`src/common/sau_defines.vh`:
```
// Constants for the stack arithmetic unit: register map, opcodes, flags
`ifndef SAU_DEFINES_VH
`define SAU_DEFINES_VH

// Register word offsets (byte addresses)
`define SAU_OFS_ACC 8'h00
`define SAU_OFS_STK1 8'h04
`define SAU_OFS_CMD 8'h08
`define SAU_OFS_FLAGS 8'h0C
`define SAU_OFS_DEPTH 8'h10

// Operation codes written to the command register
`define SAU_OP_BCD_DIV 3'h1
`define SAU_OP_BIN_ADD 3'h2
`define SAU_OP_BIN_SUB 3'h3
`define SAU_OP_BIN_MUL 3'h4
`define SAU_OP_BIN_DIV 3'h5

// Flag register bit positions
`define SAU_FLG_ZERO 0
`define SAU_FLG_NEG 1
`define SAU_FLG_LCARRY 2
`define SAU_FLG_FCARRY 3
`define SAU_FLG_LBORROW 4
`define SAU_FLG_FBORROW 5
`define SAU_FLG_SIGNERR 6
`define SAU_FLG_RANGE 7
`define SAU_FLG_INVBCD 8
`define SAU_FLG_W 9

// Stack geometry and divider length
`define SAU_STK_DEPTH 8
`define SAU_STK_DEPTH_VAL 32'h00000008
`define SAU_DIV_STEPS 6'h20
`define SAU_ACC_RST 32'h00000000
`define SAU_BCD_MAX_DIGIT 4'h9
`define SAU_BCD_DVD_DIGITS 4'h8
`define SAU_BCD_DVS_DIGITS 4'h4
`define SAU_DD_ADJ_MIN 4'h5
`define SAU_DD_ADJ 4'h3

`endif

```
`src/hw/sau_core.v`:
```
// Stack arithmetic unit: accumulator, stack, binary and BCD math, AHB slave
// Notes on behaviour
// - BCD divide: 8-digit accumulator by 4-digit level one; quotient, rest.
// - Both divides flag operand range when divisor exceeds usable size.
// - Zero flag follows whether the resulting accumulator is zero.
// - Negative flag follows the sign bit of the resulting accumulator.
// - BCD divide flags any accumulator nibble or low-four level-one nibble that is not a BCD digit.
// - A flag holds until a later operation affecting it overwrites it.
// - Binary add: accumulator plus level one into the accumulator.
// - Add, subtract, multiply pop level one and shift the stack up.
// - Low-half carry set on carry out of the low 16 bits.
// - Full-width carry set on carry out of bit 31.
// - Sign error set on signed overflow of add or subtract.
// - Binary subtract: accumulator minus level one into the accumulator.
// - Low-half borrow set when the low 16 bits need a borrow.
// - Full-width borrow set when the 32-bit subtraction needs a borrow.
// - Binary multiply: low 16 bits of both, 32-bit product to accumulator.
// - Binary divide: 32-bit accumulator by 16-bit level one; quotient, rest.
// - Loading the accumulator first pushes its old value onto level one.
`default_nettype none
`include "sau_defines.vh"

module sau_core (
   // Clock and reset
   input wire hclk,
   input wire hresetn,
   // AHB-Lite slave
   input wire hsel,
   input wire [31:0] haddr,
   input wire [1:0] htrans,
   input wire hwrite,
   input wire [2:0] hsize,
   input wire [31:0] hwdata,
   input wire hready,
   output wire hreadyout,
   output wire hresp,
   output wire [31:0] hrdata,
   // Status
   output wire op_busy
);

   localparam ST_IDLE = 2'b01;
   localparam ST_DIV = 2'b10;

   function [31:0] sau_bcd2bin;
      input [31:0] b;
      integer k;
      reg [31:0] r;
      begin
         r = 32'h00000000;
         for (k = 7; k >= 0; k = k - 1)
         begin
            r = (r << 3) + (r << 1) + {28'h0000000, b[4*k +: 4]};
         end
         sau_bcd2bin = r;
      end
   endfunction

   // Double dabble; input must be below 10^8 to fit eight digits
   function [31:0] sau_bin2bcd;
      input [31:0] v;
      integer k;
      integer j;
      reg [31:0] d;
      begin
         d = 32'h00000000;
         for (k = 31; k >= 0; k = k - 1)
         begin
            for (j = 0; j < 8; j = j + 1)
            begin
               if (d[4*j +: 4] >= `SAU_DD_ADJ_MIN)
                  d[4*j +: 4] = d[4*j +: 4] + `SAU_DD_ADJ;
            end
            d = {d[30:0], v[k]};
         end
         sau_bin2bcd = d;
      end
   endfunction

   function sau_bad_bcd;
      input [31:0] b;
      input [3:0] ndig;
      integer k;
      reg bad;
      begin
         bad = 1'b0;
         for (k = 0; k < 8; k = k + 1)
         begin
            if ((k < ndig) && (b[4*k +: 4] > `SAU_BCD_MAX_DIGIT))
               bad = 1'b1;
         end
         sau_bad_bcd = bad;
      end
   endfunction

   // Bus pipeline state
   reg act_ff;
   reg wr_ff;
   reg [7:0] addr_ff;
   reg rd_done_ff;
   reg [31:0] hrdata_ff;

   // Datapath state
   reg [31:0] acc_ff;
   reg [31:0] stk_ff [0:`SAU_STK_DEPTH-1];
   reg [`SAU_FLG_W-1:0] flags_ff;
   reg [1:0] state_ff;
   reg bcd_mode_ff;
   reg [31:0] quo_ff;
   reg [15:0] rem_ff;
   reg [15:0] dvs_ff;
   reg [5:0] cnt_ff;

   integer i;

   wire addr_phase = hsel & hready & htrans[1];
   wire wr_now = act_ff & wr_ff;
   wire busy = state_ff[1];
   wire [31:0] stk1 = stk_ff[0];

   assign hreadyout = ~(act_ff & ~wr_ff & ~rd_done_ff);
   assign hresp = 1'b0;
   assign hrdata = hrdata_ff;
   assign op_busy = busy;

   // Accepted register writes; ignored while a divide runs
   wire load_acc = wr_now & (addr_ff == `SAU_OFS_ACC) & ~busy;
   wire cmd_wr = wr_now & (addr_ff == `SAU_OFS_CMD) & ~busy;
   wire [2:0] op = hwdata[2:0];

   // Single-cycle results
   wire [16:0] nxt_lo_sum = {1'b0, acc_ff[15:0]} + {1'b0, stk1[15:0]};
   wire [32:0] nxt_sum = {1'b0, acc_ff} + {1'b0, stk1};
   wire [32:0] nxt_dif = {1'b0, acc_ff} - {1'b0, stk1};
   wire [31:0] nxt_prod = acc_ff[15:0] * stk1[15:0];

   // Divide operand checks
   wire [31:0] bcd_dvd = sau_bcd2bin(acc_ff);
   wire [31:0] bcd_dvs = sau_bcd2bin({16'h0000, stk1[15:0]});
   wire bad_bcd = sau_bad_bcd(acc_ff, `SAU_BCD_DVD_DIGITS) |
                  sau_bad_bcd(stk1, `SAU_BCD_DVS_DIGITS);
   wire div_big = |stk1[31:16];
   wire div_zero = ~(|stk1[15:0]);

   // Restoring divider step
   wire [16:0] trial = {rem_ff, quo_ff[31]};
   wire trial_ok = trial >= {1'b0, dvs_ff};
   wire [16:0] trial_sub = trial - {1'b0, dvs_ff};
   wire [15:0] nxt_rem = trial_ok ? trial_sub[15:0] : trial[15:0];
   wire [31:0] nxt_quo = {quo_ff[30:0], trial_ok};
   wire div_last = (cnt_ff == `SAU_DIV_STEPS - 6'h01);
   wire [31:0] nxt_acc_div = bcd_mode_ff ? sau_bin2bcd(nxt_quo) : nxt_quo;
   wire [31:0] nxt_stk_div = bcd_mode_ff ? sau_bin2bcd({16'h0000, nxt_rem})
                                         : {16'h0000, nxt_rem};

   // AHB address and data phase tracking
   always @(posedge hclk or negedge hresetn)
   begin
      if (!hresetn)
      begin
         act_ff <= 1'b0;
         wr_ff <= 1'b0;
         addr_ff <= 8'h00;
         rd_done_ff <= 1'b0;
      end
      else if (hreadyout)
      begin
         act_ff <= addr_phase;
         wr_ff <= hwrite;
         addr_ff <= {haddr[7:2], 2'b00};
         rd_done_ff <= 1'b0;
      end
      else
      begin
         rd_done_ff <= 1'b1;
      end
   end

   // Read data is sampled in the inserted wait cycle, so a write just
   // before it is already visible
   always @(posedge hclk or negedge hresetn)
   begin
      if (!hresetn)
         hrdata_ff <= 32'h00000000;
      else if (act_ff & ~wr_ff & ~rd_done_ff)
      begin
         case (addr_ff)
            `SAU_OFS_ACC: hrdata_ff <= acc_ff;
            `SAU_OFS_STK1: hrdata_ff <= stk1;
            `SAU_OFS_CMD: hrdata_ff <= {31'h00000000, busy};
            `SAU_OFS_FLAGS: hrdata_ff <= {23'h000000, flags_ff};
            `SAU_OFS_DEPTH: hrdata_ff <= `SAU_STK_DEPTH_VAL;
            default: hrdata_ff <= 32'h00000000;
         endcase
      end
   end

   // Accumulator, stack and divider sequencing
   always @(posedge hclk or negedge hresetn)
   begin
      if (!hresetn)
      begin
         acc_ff <= `SAU_ACC_RST;
         for (i = 0; i < `SAU_STK_DEPTH; i = i + 1)
            stk_ff[i] <= 32'h00000000;
         state_ff <= ST_IDLE;
         bcd_mode_ff <= 1'b0;
         quo_ff <= 32'h00000000;
         rem_ff <= 16'h0000;
         dvs_ff <= 16'h0000;
         cnt_ff <= 6'h00;
      end
      else
      begin
         case (state_ff)
            ST_IDLE:
            begin
               if (load_acc)
               begin
                  // Deepest entry falls off the bottom
                  for (i = `SAU_STK_DEPTH - 1; i > 0; i = i - 1)
                     stk_ff[i] <= stk_ff[i-1];
                  stk_ff[0] <= acc_ff;
                  acc_ff <= hwdata;
               end
               else if (cmd_wr)
               begin
                  case (op)
                     `SAU_OP_BIN_ADD,
                     `SAU_OP_BIN_SUB,
                     `SAU_OP_BIN_MUL:
                     begin
                        if (op == `SAU_OP_BIN_ADD)
                           acc_ff <= nxt_sum[31:0];
                        else if (op == `SAU_OP_BIN_SUB)
                           acc_ff <= nxt_dif[31:0];
                        else
                           acc_ff <= nxt_prod;
                        for (i = 0; i < `SAU_STK_DEPTH - 1; i = i + 1)
                           stk_ff[i] <= stk_ff[i+1];
                        stk_ff[`SAU_STK_DEPTH-1] <= 32'h00000000;
                     end
                     `SAU_OP_BCD_DIV:
                     begin
                        // Divisor zero, too wide or bad digit: no change
                        if (!(bad_bcd | div_big | div_zero))
                        begin
                           state_ff <= ST_DIV;
                           bcd_mode_ff <= 1'b1;
                           quo_ff <= bcd_dvd;
                           dvs_ff <= bcd_dvs[15:0];
                           rem_ff <= 16'h0000;
                           cnt_ff <= 6'h00;
                        end
                     end
                     `SAU_OP_BIN_DIV:
                     begin
                        if (!(div_big | div_zero))
                        begin
                           state_ff <= ST_DIV;
                           bcd_mode_ff <= 1'b0;
                           quo_ff <= acc_ff;
                           dvs_ff <= stk1[15:0];
                           rem_ff <= 16'h0000;
                           cnt_ff <= 6'h00;
                        end
                     end
                     default:
                     begin
                        state_ff <= ST_IDLE;
                     end
                  endcase
               end
            end
            ST_DIV:
            begin
               quo_ff <= nxt_quo;
               rem_ff <= nxt_rem;
               cnt_ff <= cnt_ff + 6'h01;
               if (div_last)
               begin
                  acc_ff <= nxt_acc_div;
                  stk_ff[0] <= nxt_stk_div;
                  state_ff <= ST_IDLE;
               end
            end
            default:
            begin
               state_ff <= ST_IDLE;
            end
         endcase
      end
   end

   // Status flags: each operation rewrites only the flags it owns
   always @(posedge hclk or negedge hresetn)
   begin
      if (!hresetn)
         flags_ff <= {`SAU_FLG_W{1'b0}};
      else if (state_ff[1] & div_last)
      begin
         flags_ff[`SAU_FLG_ZERO] <= ~(|nxt_acc_div);
         flags_ff[`SAU_FLG_NEG] <= nxt_acc_div[31];
         flags_ff[`SAU_FLG_RANGE] <= 1'b0;
         if (bcd_mode_ff)
            flags_ff[`SAU_FLG_INVBCD] <= 1'b0;
      end
      else if (cmd_wr)
      begin
         case (op)
            `SAU_OP_BIN_ADD:
            begin
               flags_ff[`SAU_FLG_ZERO] <= ~(|nxt_sum[31:0]);
               flags_ff[`SAU_FLG_NEG] <= nxt_sum[31];
               flags_ff[`SAU_FLG_LCARRY] <= nxt_lo_sum[16];
               flags_ff[`SAU_FLG_FCARRY] <= nxt_sum[32];
               flags_ff[`SAU_FLG_SIGNERR] <= (acc_ff[31] == stk1[31]) &
                  (nxt_sum[31] != acc_ff[31]);
            end
            `SAU_OP_BIN_SUB:
            begin
               flags_ff[`SAU_FLG_ZERO] <= ~(|nxt_dif[31:0]);
               flags_ff[`SAU_FLG_NEG] <= nxt_dif[31];
               flags_ff[`SAU_FLG_LBORROW] <=
                  acc_ff[15:0] < stk1[15:0];
               flags_ff[`SAU_FLG_FBORROW] <= nxt_dif[32];
               flags_ff[`SAU_FLG_SIGNERR] <= (acc_ff[31] != stk1[31]) &
                  (nxt_dif[31] != acc_ff[31]);
            end
            `SAU_OP_BIN_MUL:
            begin
               flags_ff[`SAU_FLG_ZERO] <= ~(|nxt_prod);
               flags_ff[`SAU_FLG_NEG] <= nxt_prod[31];
            end
            `SAU_OP_BCD_DIV:
            begin
               // Failing checks end the operation here; others wait
               flags_ff[`SAU_FLG_INVBCD] <= bad_bcd;
               flags_ff[`SAU_FLG_RANGE] <= div_big | div_zero;
            end
            `SAU_OP_BIN_DIV:
            begin
               flags_ff[`SAU_FLG_RANGE] <= div_big | div_zero;
            end
            default:
            begin
               flags_ff <= flags_ff;
            end
         endcase
      end
   end

endmodule // sau_core
`default_nettype wire

```
`config.mk`:
```
export PLATFORM = sky130hd
export DESIGN_NAME = sau_core
export DESIGN_NICKNAME = d
export VERILOG_FILES = /design/src/hw/sau_core.v
export VERILOG_INCLUDE_DIRS = /design/src /design/src/common
export SDC_FILE = /design/constraint.sdc
export NUM_CORES = 2
export LEC_CHECK = 0
export BUFFER_PORTS_ARGS = -buffer_cell sky130_fd_sc_hd__buf_2
export CAP_MARGIN = 20
export CORE_MARGIN = 2
export CORE_UTILIZATION = 61
export CTS_BUF_LIST = sky130_fd_sc_hd__clkbuf_8
export CTS_CLUSTER_SIZE = 12
export DETAILED_ROUTE_END_ITERATION = 8
export PLACE_DENSITY_LB_ADDON = 0.25
export SLEW_MARGIN = 20
export SYNTH_ARGS = -nofsm -noshare
export SYNTH_HDL_FRONTEND = slang
export SYNTH_SLANG_ARGS = --single-unit
```
`constraint.sdc`:
```
create_clock -name hclk -period 50.8 [get_ports hclk]
set_input_delay 2.54 -clock hclk [delete_from_list [all_inputs] [get_ports hclk]]
set_output_delay 2.54 -clock hclk [all_outputs]
set_load 0.02 [all_outputs]
```
==> flow_summary.yaml <==
timing:
  grt_setup_unrepaired: "no"
  slew_headroom: 0.211
  setup_slack_ps: 19640
  setup_viol: 0
  tightest_slew_ps: 1180
  final_max_slew_viol_count: 0
  skew_ps: 37.1
  post-route-period-util: 0.613
  hold_viol: 0
  timing.fmax_ghz: 0.0321
  layout_min_cycle_time_ps: 31160
  tns_ps: 0
synthesis:
  syn_area_sq_um: 66200
  async_reset_ff_frac: 1.00
  ys.flop_type: "dfrtp_1"
  yosysWarningCount: 0
  syn_area_per_cell_sq_um: 7.51
  syn_nets: 9716
  synthTopCellsByCount: "nand2_1 (976), nor2_1 (909), inv_1 (736)"
  synth_top_area_frac: 0.155
  synth.distinct_cells: 169
  synth_largest_area_cell: "dfrtp_1"
  syn_inst: 8813
  synthTopCellsByArea: "dfrtp_1 (16%), ha_1 (12%), fa_1 (6.6%)"
  yosysMostFrequentCell: "nand2_1"
  ys_ff_latch: 411
  synth_edf_count: 0
  yosysSeqAreaShare: 0.155
route:
  wl_per_cell_um: 19.9
  postRouteAntennaNets: 0
  drt-initial-drc-count: 7585
  vias_per_cell: 6.58
  remaining_drc_errors: 0
  routed_wl_mm: 200
  vias: 66159
  dr.pass1.iters: 8
floorplanning:
  die_h_um: 333
  ioPinCount: 109
  die_w_um: 333
  core-area_sq_um: 107000
  fp-row-count: 120
  start_util: 0.617
  die-area_sq_um: 111000
clocking:
  htreeDepth: 3
  cts_resized: 0
  cts.sinks: 411
  cts_buffer_depth: 3
  cts_buffers: 73
  clock_latency_ps: 710
  cts_tree: "done"
  cts_root_buffer: "clkbuf_8"
  cts_setup_buffers: 0
  hold_buffers: 0
  clkTransAtPathRegs_ps: 70
place:
  post-dp-hpwl_mm: 149
  portBuffers: 77
  finalWeightedCongestion: 1.00
  place_area_sq_um: 66900
  pre_cts_slack_ps: 20540
worst_setup_path:
  crit_top_cell: "ha_1"
  slowest_stage: "dfrtp_1"
  critical_path.max_stage_delay_ps: 770
  cp.arrival_ps: 31770
  startpoint_type: "flip-flop"
  crit_required_ps: 51410
  crit_fanout: 15
  worst-setup-path-type: "reg2reg"
  cp-end-kind: "flip-flop"
cells_and_area:
  stdcell_area_sq_um: 68500
  syn2layout_area_growth_pct: 3.48
  final_net_count: 9490
  drive_gt1_frac: 0.0702
global_route:
  grt_pass1_wl_mm: 318
  track_usage: 0.346
  grt_pass1_vias: 59561
  globalRouteOverflowTotal: 0
  antenna_found_initial: 10
  grt_max_degree: 224
run:
  cap_violations: 0
worst_hold_path:
  hold_path.class: "reg2reg"
outcome:
  status: "finished clean"
==> per-stage QoR <==
stage                      util  hold WS (ps)  instances
final                     0.638           481      10050
after global routing      0.638           511      10047
after CTS                 0.638           486      10045
after detailed placement  0.624           471       9914
after global placement    0.624           457       9914
after floorplan               -           450       8813
==> path summary, 6_finish.rpt <==
| kind | from | endpoint | slack [ps] | cells after the start |
|---|---|---|---|---|
| max | quo_ff[29] | flags_ff[0] | 19640 | 128 |
| max in group asynchronous | hresetn | acc_ff[8] | 46630 | 3 |
| min reg2reg | hrdata[15] | hrdata[15] | 480 | 2 |
| min in group asynchronous | hresetn | hrdata[30] | 1860 | 1 |
| min | hrdata[15] | hrdata[15] | 480 | 2 |
| max reg2reg | quo_ff[29] | flags_ff[0] | 19640 | 128 |
==> per-layer routing <==
| layer | vias to the layer above | track usage | part of all wire |
|---|---|---|---|
| li1 | 31435 | - | - |
| met1 | 31333 | 0.508 | 0.45 |
| met2 | 2920 | 0.494 | 0.41 |
| met3 | 461 | 0.0883 | 0.11 |
| met5 | - | 0.000434 | 0.00036 |
| met4 | 10 | 0.103 | 0.033 |
==> logic make-up after synthesis <==
family | Yosys count | synth area share
simple gates | 2932 | 0.205
compound gates | 2817 | 0.298
buf+inv | 1251 | 0.0767
fa+ha+maj | 840 | 0.183
flops | 411 | 0.155
xor+xnor | 349 | 0.0485
mux | 212 | 0.0338
other cells | 1 | 0.0000567
==> cells in the final DEF (no fill, tap or decap), drive strengths merged, types with 33 or more instances in the layout <==
| cell type | Yosys | final |
|---|---|---|
| ha | 612 | 612 |
| o221ai | 36 | 36 |
| and3 | 53 | 53 |
| or2 | 39 | 39 |
| mux2i | 162 | 162 |
| o22ai | 52 | 52 |
| a221oi | 39 | 39 |
| and2 | 183 | 183 |
| nor2b | 52 | 52 |
| buf | 116 | 159 |
| nor3 | 199 | 199 |
| fa | 217 | 217 |
| or3 | 47 | 47 |
| inv | 771 | 804 |
| o21a | 56 | 56 |
| a22oi | 84 | 84 |
| dfrtp | 410 | 410 |
| nand3 | 158 | 158 |
| o211a | 37 | 37 |
| nand2 | 984 | 984 |
| clkbuf | 342 | 88 |
| mux2 | 49 | 49 |
| a211oi | 137 | 137 |
| o21bai | 142 | 142 |
| nand2b | 62 | 62 |
| a22o | 58 | 58 |
| o31ai | 52 | 52 |
| xor2 | 67 | 67 |
| a211o | 40 | 40 |
| a31oi | 271 | 271 |
| xnor2 | 279 | 279 |
| a21o | 92 | 92 |
| a21oi | 601 | 601 |
| o21ai | 506 | 506 |
| nor4 | 62 | 62 |
| or4 | 33 | 33 |
| nand4 | 68 | 68 |
| nor2 | 917 | 917 |
| o211ai | 154 | 154 |
==> area by class of cell <==
cell class | instances | area (sq um)
Clock inverter | 44 | 329
Inverter | 790 | 2970
Tap cell | 1403 | 1760
Timing Repair Buffer | 160 | 1050
Fill cell | 9374 | 38900
Clock buffer | 87 | 1200
Sequential cell | 411 | 10300
Multi-Input combinational cell | 7151 | 50900
Antenna cell | 4 | 10.0
==> critical path, delay by kind of cell (launching register included) <==
kind            cells  cell delay [ps]
compound gates     52            13790
xor+xnor            5             1380
mux                 1              220
flops               1              770
buf+inv            13             1580
fa+ha+maj          20             5120
simple gates       37             8230
==> sequential cells by signal, summed over array words and instances (netlist names) <==
| register | count |
|---|---|
| wr_ff | 1 |
| rd_done_ff | 1 |
| rem_ff | 16 |
| flags_ff | 9 |
| bcd_mode_ff | 1 |
| dvs_ff | 16 |
| addr_ff | 6 |
| quo_ff | 32 |
| cnt_ff | 6 |
| stk_ff | 224 |
| acc_ff | 32 |
| act_ff | 1 |
| stk1 | 32 |
| hrdata | 32 |
| state_ff | 2 |
Power is not shown: default switching activity piles up to over one toggle a cycle in this logic, so the estimate is an artifact.
